[src/logic/arpt_pkg.sv]
// Shared constants and types of the auto-reload pulse and capture timer.
package arpt_pkg;

  // Data-space offsets of the timer registers.
  localparam logic [7:0] ADDR_MODE = 8'hD5;
  localparam logic [7:0] ADDR_FLAGS = 8'hD6;
  localparam logic [7:0] ADDR_CFG = 8'hD7;
  localparam logic [7:0] ADDR_RELOAD = 8'hD9;
  localparam logic [7:0] ADDR_CMP = 8'hDA;
  localparam logic [7:0] ADDR_LOAD = 8'hDB;

  // Mode control register bit positions.
  localparam int MODE_LOAD_BIT = 7;
  localparam int MODE_RUN_BIT = 6;
  localparam int MODE_OE_BIT = 5;
  localparam int MODE_EDGE_IE_BIT = 4;
  localparam int MODE_CMP_IE_BIT = 3;
  localparam int MODE_OVF_IE_BIT = 2;
  localparam int MODE_FIELD_LSB = 0;

  // Event flag register bit positions.
  localparam int FLAG_EDGE_BIT = 2;
  localparam int FLAG_CMP_BIT = 1;
  localparam int FLAG_OVF_BIT = 0;

  // Clock and edge configuration register field positions.
  localparam int CFG_TAP_LSB = 5;
  localparam int CFG_EDGE_FALL_BIT = 3;
  localparam int CFG_EDGE_ON_BIT = 2;
  localparam int CFG_CLK_LSB = 0;

  // Reset values.
  localparam logic [7:0] MODE_RST = 8'h00;
  localparam logic [7:0] CFG_RST = 8'h00;
  localparam logic [7:0] DATA_RST = 8'h00;
  localparam logic [2:0] FLAGS_RST = 3'h0;

  // Timing: internal clock rate and the divide-by-three source.
  localparam int INTERNAL_CLOCK_FREQ_MHZ = 200;
  localparam logic [1:0] DIV3_LAST = 2'h2;

  typedef enum logic [1:0] {
    ARPT_AUTO_RELOAD = 2'h0,
    ARPT_CAPTURE = 2'h1,
    ARPT_CAPTURE_RESET = 2'h2,
    ARPT_EXT_LOAD = 2'h3
  } arpt_mode_e;

  typedef enum logic [1:0] {
    ARPT_CLK_INT = 2'h0,
    ARPT_CLK_DIV3 = 2'h1,
    ARPT_CLK_PIN = 2'h2,
    ARPT_CLK_NONE = 2'h3
  } arpt_clk_e;

endpackage

[src/logic/arpt_psc_if.sv]
// Link between the timer core and its prescaler.
`timescale 1ns/1ps
`default_nettype none
interface arpt_psc_if #(parameter int PSC_W = 7);
  logic srcTick;
  logic clear;
  logic run;
  logic [2:0] tap;
  logic tick;
  logic [PSC_W-1:0] count;
  modport ctrl (output srcTick, output clear, output run, output tap,
                input tick, input count);
  modport psc (input srcTick, input clear, input run, input tap,
               output tick, output count);
endinterface
`default_nettype wire

[src/logic/arpt_timer.sv]
// Auto-reload, capture and pulse-width timer with its data-space registers.
`timescale 1ns/1ps
`default_nettype none
// How it works
// RULE_01 - Auto-reload overflow reloads counter, output goes high.
// RULE_02 - Auto-reload compare match drives output low.
// RULE_03 - Eight-bit counter steps on each prescaler tick.
// RULE_04 - Software keeps compare above reload value.
// RULE_05 - Software writes reload, then load and enable.
// RULE_06 - Pin clock only allowed in auto-reload.
// RULE_07 - Capture copies counter to reload, sets edge.
// RULE_08 - Capture-reset also clears counter and prescaler.
// RULE_09 - External load copies reload into counter.
// RULE_10 - Other modes: overflow high, match low.
// RULE_11 - Every counter load clears the prescaler.
// RULE_12 - Mode field bits 1-0 select mode.
// RULE_13 - Load bit 7 loads, reads as zero.
// RULE_14 - Enable bit 6 runs or freezes counting.
// RULE_15 - Output enable bit 5 gates pulse pin.
// RULE_16 - Interrupt when flag and its enable set.
// RULE_17 - Flags clear on zero write, keep on one.
// RULE_18 - Flags set on edge, match, overflow.
// RULE_19 - Software clears overflow writing 06h.
// RULE_20 - Software keeps clock settings while running.
// RULE_21 - Reset clears mode control register.
// RULE_22 - Edge select: enable bit, then polarity.
// RULE_23 - Clock source: internal, divide-three, pin.
// RULE_24 - Tap chooses division, count untouched.
module arpt_timer #(
  parameter int CNT_W = 8,
  parameter int PSC_W = 7
) (
  // Clock and reset.
  input wire logic sys_clk,
  input wire logic sys_rst,
  // Data-space register port.
  input wire logic [7:0] regAddr,
  input wire logic regWrEn,
  input wire logic [7:0] regWrData,
  input wire logic regRdEn,
  output logic [7:0] regRdData,
  // Timer pins.
  input wire logic timerInPin,
  output logic pulseOutPin,
  // Interrupt request.
  output logic timerIrq
);
  generate
    if (CNT_W != 8) begin : g_bad_cnt
      $error("arpt_timer: CNT_W must be 8");
    end
  endgenerate

  arpt_psc_if #(.PSC_W(PSC_W)) pscBus ();

  logic [6:0] modeReg;
  logic [7:0] cfgReg;
  logic [7:0] reloadReg;
  logic [7:0] cmpReg;
  logic [7:0] cntReg;
  logic [7:0] cntNext;
  logic [2:0] flagReg;
  logic [1:0] div3Reg;
  logic pwmReg;
  logic pwmNext;
  logic pulseOutReg;
  logic [7:0] rdDataReg;

  logic runOn;

  // Write strobe for one register offset.
  function automatic logic wrAt(input logic [7:0] off);
    wrAt = regWrEn && (regAddr == off);
  endfunction

  arpt_pkg::arpt_mode_e modeSel;
  arpt_pkg::arpt_clk_e clkSel;
  logic div3Tick;
  logic activeEdge;
  logic pinRise;
  logic loadBitWr;
  logic loadRegWr;
  logic capEv;
  logic capReset;
  logic extLoad;
  logic cntWrap;
  logic stepped;
  logic reloadStep;
  logic ovfEv;
  logic cmpEv;
  logic anyLoad;
  logic [2:0] flagSet;
  logic [2:0] flagKeep;

  // RULE_12 - mode field decode.
  assign modeSel = arpt_pkg::arpt_mode_e'(modeReg[arpt_pkg::MODE_FIELD_LSB +: 2]);
  assign clkSel = arpt_pkg::arpt_clk_e'(cfgReg[arpt_pkg::CFG_CLK_LSB +: 2]);
  assign runOn = modeReg[arpt_pkg::MODE_RUN_BIT];

  // Divide-by-three enable for the slower internal source.
  always_ff @(posedge sys_clk or posedge sys_rst) begin
    if (sys_rst) begin
      div3Reg <= 2'h0;
    end else if (div3Reg == arpt_pkg::DIV3_LAST) begin
      div3Reg <= 2'h0;
    end else begin
      div3Reg <= div3Reg + 2'h1;
    end
  end
  assign div3Tick = (div3Reg == arpt_pkg::DIV3_LAST);

  arpt_edge_detect u_edge (
    .sys_clk(sys_clk),
    .sys_rst(sys_rst),
    .pinIn(timerInPin),
    .detectOn(cfgReg[arpt_pkg::CFG_EDGE_ON_BIT]),
    .fallSel(cfgReg[arpt_pkg::CFG_EDGE_FALL_BIT]),
    .activeEdge(activeEdge),
    .pinRise(pinRise)
  );

  // RULE_23 - clock source multiplexer.
  always_comb begin
    case (clkSel)
      arpt_pkg::ARPT_CLK_INT: pscBus.srcTick = 1'b1;
      arpt_pkg::ARPT_CLK_DIV3: pscBus.srcTick = div3Tick;
      arpt_pkg::ARPT_CLK_PIN: pscBus.srcTick = pinRise;
      default: pscBus.srcTick = 1'b0;
    endcase
  end

  // RULE_14 - enable gates the prescaler.
  assign pscBus.run = runOn;
  assign pscBus.tap = cfgReg[arpt_pkg::CFG_TAP_LSB +: 3];

  arpt_prescaler #(.PSC_W(PSC_W)) u_psc (
    .sys_clk(sys_clk),
    .sys_rst(sys_rst),
    .pscBus(pscBus)
  );

  // RULE_13 - load bit acts on write only.
  assign loadBitWr = wrAt(arpt_pkg::ADDR_MODE) && regWrData[arpt_pkg::MODE_LOAD_BIT];
  assign loadRegWr = wrAt(arpt_pkg::ADDR_LOAD);
  assign capEv = activeEdge && (modeSel == arpt_pkg::ARPT_CAPTURE
                                || modeSel == arpt_pkg::ARPT_CAPTURE_RESET);
  assign capReset = activeEdge && (modeSel == arpt_pkg::ARPT_CAPTURE_RESET);
  // RULE_09 - edge load regardless of enable.
  assign extLoad = activeEdge && (modeSel == arpt_pkg::ARPT_EXT_LOAD);
  assign cntWrap = (cntReg == 8'hFF);
  assign stepped = pscBus.tick && !(loadRegWr || loadBitWr || capReset || extLoad);
  assign ovfEv = stepped && cntWrap;
  assign reloadStep = ovfEv && (modeSel == arpt_pkg::ARPT_AUTO_RELOAD);
  assign cmpEv = stepped && (cntNext == cmpReg);

  // RULE_11 - any counter load clears the prescaler.
  assign anyLoad = loadRegWr || loadBitWr || capReset || extLoad || reloadStep;
  assign pscBus.clear = anyLoad;

  // Core writes win over pin events; pin events win over counting.
  always_comb begin
    if (loadRegWr) begin
      cntNext = regWrData;
    end else if (loadBitWr) begin
      cntNext = reloadReg;
    end else if (capReset) begin
      // RULE_08 - capture also zeroes counter.
      cntNext = 8'h00;
    end else if (extLoad) begin
      // RULE_09 - copy reload into counter.
      cntNext = reloadReg;
    end else if (reloadStep) begin
      // RULE_01 - reload on overflow.
      cntNext = reloadReg;
    end else if (pscBus.tick) begin
      // RULE_03 - free-running increment.
      cntNext = cntReg + 8'h01;
    end else begin
      cntNext = cntReg;
    end
  end

  always_ff @(posedge sys_clk or posedge sys_rst) begin
    if (sys_rst) begin
      cntReg <= arpt_pkg::DATA_RST;
    end else begin
      cntReg <= cntNext;
    end
  end

  // Pulse state: overflow sets, compare match clears and wins a tie.
  always_comb begin
    if (cmpEv) begin
      // RULE_02 - match drives output low.
      pwmNext = 1'b0;
    end else if (ovfEv) begin
      // RULE_10 - overflow drives output high.
      pwmNext = 1'b1;
    end else begin
      pwmNext = pwmReg;
    end
  end

  always_ff @(posedge sys_clk or posedge sys_rst) begin
    if (sys_rst) begin
      pwmReg <= 1'b0;
    end else begin
      pwmReg <= pwmNext;
    end
  end

  // RULE_15 - output enable gates the pin.
  always_ff @(posedge sys_clk or posedge sys_rst) begin
    if (sys_rst) begin
      pulseOutReg <= 1'b0;
    end else begin
      pulseOutReg <= pwmReg && modeReg[arpt_pkg::MODE_OE_BIT];
    end
  end
  assign pulseOutPin = pulseOutReg;

  // RULE_21 - mode control clears on reset.
  always_ff @(posedge sys_clk or posedge sys_rst) begin
    if (sys_rst) begin
      modeReg <= arpt_pkg::MODE_RST[6:0];
    end else if (wrAt(arpt_pkg::ADDR_MODE)) begin
      modeReg <= regWrData[6:0];
    end
  end

  // The reserved bit of the configuration register is not stored.
  always_ff @(posedge sys_clk or posedge sys_rst) begin
    if (sys_rst) begin
      cfgReg <= arpt_pkg::CFG_RST;
    end else if (wrAt(arpt_pkg::ADDR_CFG)) begin
      cfgReg <= regWrData & 8'hEF;
    end
  end

  always_ff @(posedge sys_clk or posedge sys_rst) begin
    if (sys_rst) begin
      cmpReg <= arpt_pkg::DATA_RST;
    end else if (wrAt(arpt_pkg::ADDR_CMP)) begin
      cmpReg <= regWrData;
    end
  end

  // A capture in the same cycle as a core write keeps the captured value.
  always_ff @(posedge sys_clk or posedge sys_rst) begin
    if (sys_rst) begin
      reloadReg <= arpt_pkg::DATA_RST;
    end else if (capEv) begin
      // RULE_07 - capture counter value.
      reloadReg <= cntReg;
    end else if (wrAt(arpt_pkg::ADDR_RELOAD)) begin
      reloadReg <= regWrData;
    end
  end

  // RULE_18 - hardware flag sources.
  assign flagSet = {activeEdge, cmpEv, ovfEv};
  // RULE_17 - zero clears, one keeps.
  assign flagKeep = wrAt(arpt_pkg::ADDR_FLAGS) ? regWrData[2:0] : 3'h7;

  // A flag set in the cycle of its clear stays set.
  always_ff @(posedge sys_clk or posedge sys_rst) begin
    if (sys_rst) begin
      flagReg <= arpt_pkg::FLAGS_RST;
    end else begin
      flagReg <= (flagReg & flagKeep) | flagSet;
    end
  end

  // RULE_16 - flag and enable raise the request.
  assign timerIrq = |(flagReg & modeReg[arpt_pkg::MODE_OVF_IE_BIT +: 3]);

  // Read data is registered one cycle after the read strobe.
  always_ff @(posedge sys_clk or posedge sys_rst) begin
    if (sys_rst) begin
      rdDataReg <= 8'h00;
    end else if (regRdEn) begin
      case (regAddr)
        // RULE_13 - load bit reads zero.
        arpt_pkg::ADDR_MODE: rdDataReg <= {1'b0, modeReg};
        arpt_pkg::ADDR_FLAGS: rdDataReg <= {5'h00, flagReg};
        arpt_pkg::ADDR_CFG: rdDataReg <= cfgReg;
        arpt_pkg::ADDR_RELOAD: rdDataReg <= reloadReg;
        arpt_pkg::ADDR_CMP: rdDataReg <= cmpReg;
        arpt_pkg::ADDR_LOAD: rdDataReg <= cntReg;
        default: rdDataReg <= 8'h00;
      endcase
    end
  end
  assign regRdData = rdDataReg;
endmodule
`default_nettype wire

[src/logic/arpt_edge_detect.sv]
// Input pin edge detector for capture, load and pin-clock use.
`timescale 1ns/1ps
`default_nettype none
module arpt_edge_detect (
  // Clock and reset.
  input wire logic sys_clk,
  input wire logic sys_rst,
  // Pin and edge selection.
  input wire logic pinIn,
  input wire logic detectOn,
  input wire logic fallSel,
  // Events.
  output logic activeEdge,
  output logic pinRise
);
  logic prevReg;

  always_ff @(posedge sys_clk or posedge sys_rst) begin
    if (sys_rst) begin
      prevReg <= 1'b0;
    end else begin
      prevReg <= pinIn;
    end
  end

  assign pinRise = pinIn & ~prevReg;
  // RULE_22 - edge select decode.
  assign activeEdge = detectOn & (fallSel ? (prevReg & ~pinIn) : pinRise);
endmodule
`default_nettype wire

[src/logic/arpt_prescaler.sv]
// Seven-bit prescaler with a selectable power-of-two tap.
`timescale 1ns/1ps
`default_nettype none
module arpt_prescaler #(parameter int PSC_W = 7) (
  // Clock and reset.
  input wire logic sys_clk,
  input wire logic sys_rst,
  // Control from the timer core.
  arpt_psc_if.psc pscBus
);
  generate
    if (PSC_W < 1 || PSC_W > 7) begin : g_bad_width
      $error("arpt_prescaler: PSC_W must be 1 to 7");
    end
  endgenerate

  logic [PSC_W-1:0] countReg;
  logic [PSC_W-1:0] tapMask;

  // The tap output rises when its low bits pass all ones below its top bit.
  assign tapMask = PSC_W'((8'h01 << pscBus.tap) - 8'h01);
  // RULE_24 - tap only selects.
  assign pscBus.tick = pscBus.run & pscBus.srcTick
                       & ((countReg & tapMask) == (tapMask >> 1));
  assign pscBus.count = countReg;

  always_ff @(posedge sys_clk or posedge sys_rst) begin
    if (sys_rst) begin
      countReg <= '0;
    end else if (pscBus.clear) begin
      countReg <= '0;
    end else if (pscBus.run && pscBus.srcTick) begin
      countReg <= countReg + 1'b1;
    end
  end
endmodule
`default_nettype wire

[config.mk]
export PLATFORM = sky130hd
export DESIGN_NAME = arpt_timer
export DESIGN_NICKNAME = d
export VERILOG_FILES = /design/src/logic/arpt_pkg.sv /design/src/logic/arpt_psc_if.sv /design/src/logic/arpt_timer.sv /design/src/logic/arpt_edge_detect.sv /design/src/logic/arpt_prescaler.sv
export SDC_FILE = /design/constraint.sdc
export NUM_CORES = 1
export LEC_CHECK = 0
export ABC_AREA = 1
export ABC_CLOCK_PERIOD_IN_PS = 3300
export BUFFER_PORTS_ARGS = -buffer_cell sky130_fd_sc_hd__buf_2
export CORE_MARGIN = 10
export CORE_UTILIZATION = 35
export DETAILED_ROUTE_END_ITERATION = 8
export PLACE_DENSITY_LB_ADDON = 0.08
export SYNTH_ARGS = -nofsm -noshare
export SYNTH_HDL_FRONTEND = slang
export SYNTH_SLANG_ARGS = --single-unit
export TNS_END_PERCENT = 10
[constraint.sdc]
create_clock -name sys_clk -period 3.3 [get_ports sys_clk]
set_input_delay 0.33 -clock sys_clk [delete_from_list [all_inputs] [get_ports sys_clk]]
set_output_delay 0.33 -clock sys_clk [all_outputs]
set_load 0.03 [all_outputs]
After elaboration in Yosys (flattened, before gate mapping). Cells that the tools add are included.

Shift operators: 1. Reduce and logical (&&, ||, !) cells: 28. Eq/ne operators: 15. Bitwise logic cells: 11. Add/subtract/negate cells: 4. Multiplexer cells: 17.

Operator list (number): 2-to-1 mux 8 bit (8); == test 8 bit (second input constant) (7); case mux 8 bit (6 select lines) (1); logical AND 1 bit (16); 2-to-1 mux 7 bit (2); adder 8 x 1 -> 8 bit (second input constant) (1); == test 2 bit (second input constant) (4); == test 8 bit (1); adder 7 x 1 -> 7 bit (second input constant) (1); AND 7 bit (1); == test 7 x 6 -> 1 bit (1); left shift 1 x 3 -> 7 bit (first input constant) (1); subtractor 7 x 1 -> 7 bit (second input constant) (1); AND 3 bit (2); nonzero test 2 bit (3); AND 1 bit (5); logical OR 1 bit (5); == test 2 x 1 -> 1 bit (second input constant) (2); logical NOT 2 bit (2); 2-to-1 mux 1 bit (3); 2-to-1 mux 3 bit (1); OR 3 bit (1); case mux 1 bit (3 select lines) (1); OR reduction 3 bit (1); 4 further kinds (5).

Output and inout port bits: 10. Bits in registers: 61. Bits of input ports: 21. Word-level logic and storage cells: 88.

Depth between registers and ports, before layout.
Depth after elaboration: 19. Depth in mapped cells: 25. Mapped depth without buffers: 25.

Hierarchy. From an unflattened synthesis, not the netlist that was laid out.

Cells, all modules: 485. Area, all modules: 3595.9 sq um.

Modules (own cells, without submodules): arpt_timer (cells an instance 400, times used 1, area each 3054.2 sq um, seq. area each 1326.3 sq um); arpt_prescaler (cells an instance 74, times used 1, area each 476.7 sq um, seq. area each 175.2 sq um); arpt_edge_detect (cells an instance 11, times used 1, area each 65.1 sq um, seq. area each 25.0 sq um).

Least setup slack after synthesis. Ideal clock, no wire load.

Path kind: register to register. Start: register cfgReg[6]. End: register pwmReg. Library setup time: 0.116 ns. Required time: 3.184 ns. Period minus slack after synthesis: 2.648 ns. Setup slack: 0.652 ns. Stages on the path, launching flop included: 24. Arrival: 2.532 ns. Path buffers: 2. Cells stage by stage: dfrtp_1 -> buf_6 -> nor2_2 -> nand2_1 -> ha_1 -> nor2_1 -> inv_1 -> nand3_1 -> nand2_1 -> nor2_1 -> nand2_1 -> nor2_4 -> nand4_2 -> buf_6 -> nand2_1 -> nand2_1 -> nand3_1 -> nand2_1 -> nand2_1 -> nand2_1 -> nand2_1 -> nand4_1 -> nor2_1 -> nor2_1.

Word-level cells in the longest chain between the ends: 16. Elaborated cells on any way between the ends: 18. Classes of those cells: add/sub (1); eq/ne (2); shift (1); mux (7); bitwise (2); reduce/logical (5).

RTL lines: start, declared (line arpt_timer.sv:57) `logic [7:0] cfgReg;`; start signal, assigned (line arpt_timer.sv:234) `cfgReg <= arpt_pkg::CFG_RST;`; start signal, assigned (line arpt_timer.sv:236) `cfgReg <= regWrData & 8'hEF;`; left shift 1 x 3 -> 7 bit (*) (line arpt_prescaler.sv:21) `assign tapMask = PSC_W'((8'h01 << pscBus.tap) - 8'h01);`; subtractor 7 x 1 -> 7 bit (*) (line arpt_prescaler.sv:21); AND 7 bit (line arpt_prescaler.sv:24) `& ((countReg & tapMask) == (tapMask >> 1));`; == test 7 x 6 -> 1 bit (*) (line arpt_prescaler.sv:24); AND 1 bit (*) (line arpt_prescaler.sv:24); logical AND 1 bit (line arpt_timer.sv:151) `assign stepped = pscBus.tick && !(loadRegWr || loadBitWr || capReset || extLoad);`; logical AND 1 bit (line arpt_timer.sv:152) `assign ovfEv = stepped && cntWrap;`; logical AND 1 bit (line arpt_timer.sv:153) `assign reloadStep = ovfEv && (modeSel == arpt_pkg::ARPT_AUTO_RELOAD);`; 2-to-1 mux 8 bit (line arpt_timer.sv:172) `end else if (reloadStep) begin`; 2-to-1 mux 8 bit (line arpt_timer.sv:169) `end else if (extLoad) begin`; 2-to-1 mux 8 bit (line arpt_timer.sv:166) `end else if (capReset) begin`; 2-to-1 mux 8 bit (line arpt_timer.sv:164) `end else if (loadBitWr) begin`; 2-to-1 mux 8 bit (line arpt_timer.sv:162) `if (loadRegWr) begin`; == test 8 bit (line arpt_timer.sv:154) `assign cmpEv = stepped && (cntNext == cmpReg);`; logical AND 1 bit (line arpt_timer.sv:154); 2-to-1 mux 1 bit or nonzero test 2 bit (tied branches); end signal, assigned (line arpt_timer.sv:208) `pwmReg <= pwmNext;`; end, declared (line arpt_timer.sv:64) `logic pwmReg;`.

Mark *: on every way between the ends. The rest lies on a longest branch, timed or not. A chain may end at the register's enable or synchronous reset.

Worst setup path after layout.
Start: register cfgReg[6]. End: register pwmReg.

Word-level cells in the longest chain between the ends: 16. Elaborated cells on any way between the ends: 18. Classes of those cells: add/sub (1); eq/ne (2); shift (1); mux (7); bitwise (2); reduce/logical (5).

RTL lines: left shift 1 x 3 -> 7 bit (*) (line arpt_prescaler.sv:21); subtractor 7 x 1 -> 7 bit (*) (line arpt_prescaler.sv:21); AND 7 bit (line arpt_prescaler.sv:24); == test 7 x 6 -> 1 bit (*) (line arpt_prescaler.sv:24); AND 1 bit (*) (line arpt_prescaler.sv:24); logical AND 1 bit (line arpt_timer.sv:151); logical AND 1 bit (line arpt_timer.sv:152); logical AND 1 bit (line arpt_timer.sv:153); 2-to-1 mux 8 bit (*) (line arpt_timer.sv:172); 2-to-1 mux 8 bit (*) (line arpt_timer.sv:169); 2-to-1 mux 8 bit (*) (line arpt_timer.sv:166); 2-to-1 mux 8 bit (*) (line arpt_timer.sv:164); 2-to-1 mux 8 bit (*) (line arpt_timer.sv:162); via cntNext[4] (line arpt_timer.sv:61) `logic [7:0] cntNext;`; == test 8 bit (*) (line arpt_timer.sv:154); logical AND 1 bit (*) (line arpt_timer.sv:154); 2-to-1 mux 1 bit or nonzero test 2 bit (tied branches).

Mark *: on every way through the listed nets, which the timed path passes. The rest lies on a longest branch.

==> results.py <==
metrics = {
    "logic_synthesis": {
        "syn_inst": 526,
        "synth-edff-count": 0,
        "postSynth.asyncResetShare": 1.000,
        "synth_nets": 553,
        "synth-seq-cells": 61,
        "synth_area_um2": 3781,
        "yosysUniqueCellTypes": 36,
        "ys_seq_area_frac": 0.4037,
        "synth_area_leaders": "dfrtp_1 (40%), nand2_1 (16%), inv_1 (7.0%)",
        "synth_area_per_cell_um2": 7.188,
        "ys.flop_type": "dfrtp_1",
        "yosysWarnings": 0,
        "synth_area_leader_cell": "dfrtp_1",
        "synth_top_area_share": 0.4037,
    },
    "routing": {
        "dr.pass1.iters": 8,
        "via_count": 3621,
        "via_per_inst": 5.114,
        "wl_per_cell_um": 17.12,
        "ant_nets": 0,
        "wl_um": 12120,
        "drcViolationCount": 0,
        "first_iter_violations": 244,
    },
    "worst_setup_path": {
        "crit_required_ps": 3560,
        "worstSetupPathType": "reg -> reg",
        "start_kind": "flip-flop",
        "cp_max_fo": 8,
        "cp-end-kind": "flip-flop",
        "crit_arrival_ps": 3220,
        "worstRegToRegCells": 22,
    },
    "grt": {
        "grt_max_degree": 50,
        "grt_first_pass_wirelength_um": 19780,
        "grt_use_total": 0.1692,
        "antenna_found_initial": 0,
        "grt_pass1_vias": 3572,
        "grt_overflow_total": 0,
    },
    "outcome": {
        "outcome": "finished clean",
    },
    "clock_network": {
        "cts_root_buf": "clkbuf_8",
        "cts_sinks": 61,
        "cts_hold_buf": 0,
        "tritoncts": "done",
        "insertion_delay_ps": 370,
        "numCtsBuffers": 9,
        "clockBufferDepth": 2,
        "path_clk_slew_ps": 70,
        "h-tree-depth": 3,
    },
    "placed_design": {
        "routabilityCongestion": 0.9302,
        "place_inst": 689,
        "port_buffers": 30,
        "placed_area_um2": 4083,
        "dp_hpwl_um": 9310,
    },
    "timing": {
        "hold_viol": 0,
        "final-max-slew-violation-count": 0,
        "grt_setup_unrepaired": "false",
        "fin_crit_sh": 0.8998,
        "skew_ps": 15.68,
        "fin_crit_ps": 2969,
        "max_slew_margin": 0.2869,
        "clock.fmax_ghz": 0.3368,
        "setup_violations": 0,
        "worst_slew_pin_slew_ps": 1068,
        "finalSetupTns_ps": 0,
    },
    "power_and_ir_drop": {
        "leakage_uw": 0.002292,
        "swShare": 0.3921,
        "peakVddDrop_uv": 378.1,
        "power_frac_comb": 0.353,
        "p_sw_uw": 1077,
        "clockPowerShare": 0.276,
        "seqPwrFrac": 0.371,
        "powerDensity_nw_per_um2": 631.3,
        "p_int_uw": 1671,
    },
    "floorplan": {
        "rows": 37,
        "top_level_ports": 31,
        "die_w_um": 123.9,
        "die-area_um2": 15360,
        "die_h_um": 123.9,
        "fp.coreArea_um2": 10420,
        "start_util": 0.3630,
    },
    "cells_and_area": {
        "final_common_cell": "nand2_1",
        "stdcell_count": 708,
        "area_growth_pct": 15.12,
        "final_cell_mix": "nand2_1 (158), inv_1 (70), dfrtp_1 (61)",
        "final_nets": 595,
        "fin_area_um2": 4353,
        "n_antenna_cell": 0,
        "drive_gt1_frac": 0.1503,
    },
    "min_path": {
        "hp-class": "in -> reg",
        "holdPathStages": 1,
    },
    "job": {
        "drv_cap": 0,
    },
}
## per-layer routing
| layer | vias up | GRT usage | wire length, um |
|---|---|---|---|
| met4 | 0 | 0.06187 | 216 |
| met2 | 92 | 0.2662 | 5598 |
| met1 | 1703 | 0.2208 | 5644 |
| li1 | 1808 | - | - |
| met3 | 18 | 0.04163 | 662 |
| met5 | - | 0 | 0 |
## synth_stat cells, drive strengths merged, types with 2 or more instances
master	number
nand2	164
inv	78
dfrtp	61
nor2	51
nand3	48
o21ai	38
nand4	14
o22ai	12
a21oi	9
nor3	7
xor2	7
ha	6
a221oi	5
clkbuf	4
o221ai	4
a41oi	3
buf	3
o31ai	3
clkinv	2
## cell type report
type | instances | area (um2)
clock buffers | 11 | 141.4
multi-input cells | 379 | 1937
repair buffers | 37 | 202.7
clock inverters | 4 | 72.57
inverters | 80 | 302.8
flip-flops and latches | 61 | 1526
fillers | 1131 | 6063
well taps | 136 | 170.2
## power by group through the flow
stage / logic (uW) / clock network, uW / registers, uW
after floorplan: 711 / 0 / 987
after global placement: 935 / 0 / 1030
after detailed placement: 937 / 0 / 1030
after CTS: 941 / 780 / 1020
after global routing: 1120 / 807 / 1040
final: 971 / 758 / 1020
## critical path: stages (launching register included)
cell	delay, ps
dfrtp_1	480
nor2_2	160
nand2_1	110
ha_2	320
nor2_2	160
inv_1	70
nand3_1	80
nand2_1	60
nor2_1	90
nand2_1	90
nor2_4	150
buf_4	160
nand2_1	50
nand2_1	70
nand4_1	100
nand3_1	120
nand2_1	80
nand2_1	70
nand2_1	40
nor2_1	140
nand3_2	110
nor2_1	100
nor2_1	40
## flip-flops by register name (all words and copies together) (netlist names)
name / flops
regRdData: 8
cfgReg: 7
div3Reg: 2
cntReg: 8
reloadReg: 8
pwmReg: 1
u_edge.prevReg: 1
u_psc.pscBus.count: 7
flagReg: 3
pulseOutPin: 1
modeReg: 7
cmpReg: 8
## logic make-up after synthesis
family	Yosys count	synth area share
DFF	61	0.4037
and+or+nand+nor	289	0.3441
AOI/OAI and AO/OA	75	0.1208
buffers and inverters	87	0.09299
xor gates and xnor gates	8	0.01853
adders and majority gates	6	0.01985
## final timing paths
check | from | to | slack (ps)
worst min register to register | div3Reg[0] | div3Reg[0] | 420
max in group asynchronous | sys_rst | cntReg[1] | 2340
worst min-delay path | timerInPin | u_edge.prevReg | 110
worst max register to register | cfgReg[6] | pwmReg | 330
worst max-delay path | cfgReg[6] | pwmReg | 330
min in group asynchronous | sys_rst | div3Reg[0] | 230
## timing repair
item / 4_1_cts / 5_1_grt
setup endpoints to repair: 0 / 2
buffers inserted: 0 / 3
gates resized for setup: 0 / 4
## through the flow
stage	total power [uW]	hold WS, ps	utilization	setup WS (ps)
floorplan	1697	361.4	-	652.4
global placement	1965	408.0	0.3920	232.8
detailed placement	1967	412.1	0.3920	92.43
CTS	2738	88.89	0.4125	85.29
global route	2960	93.60	0.4179	1.885
finish	2748	107.8	0.4179	330.6
Power figures use the tool's default switching activity.
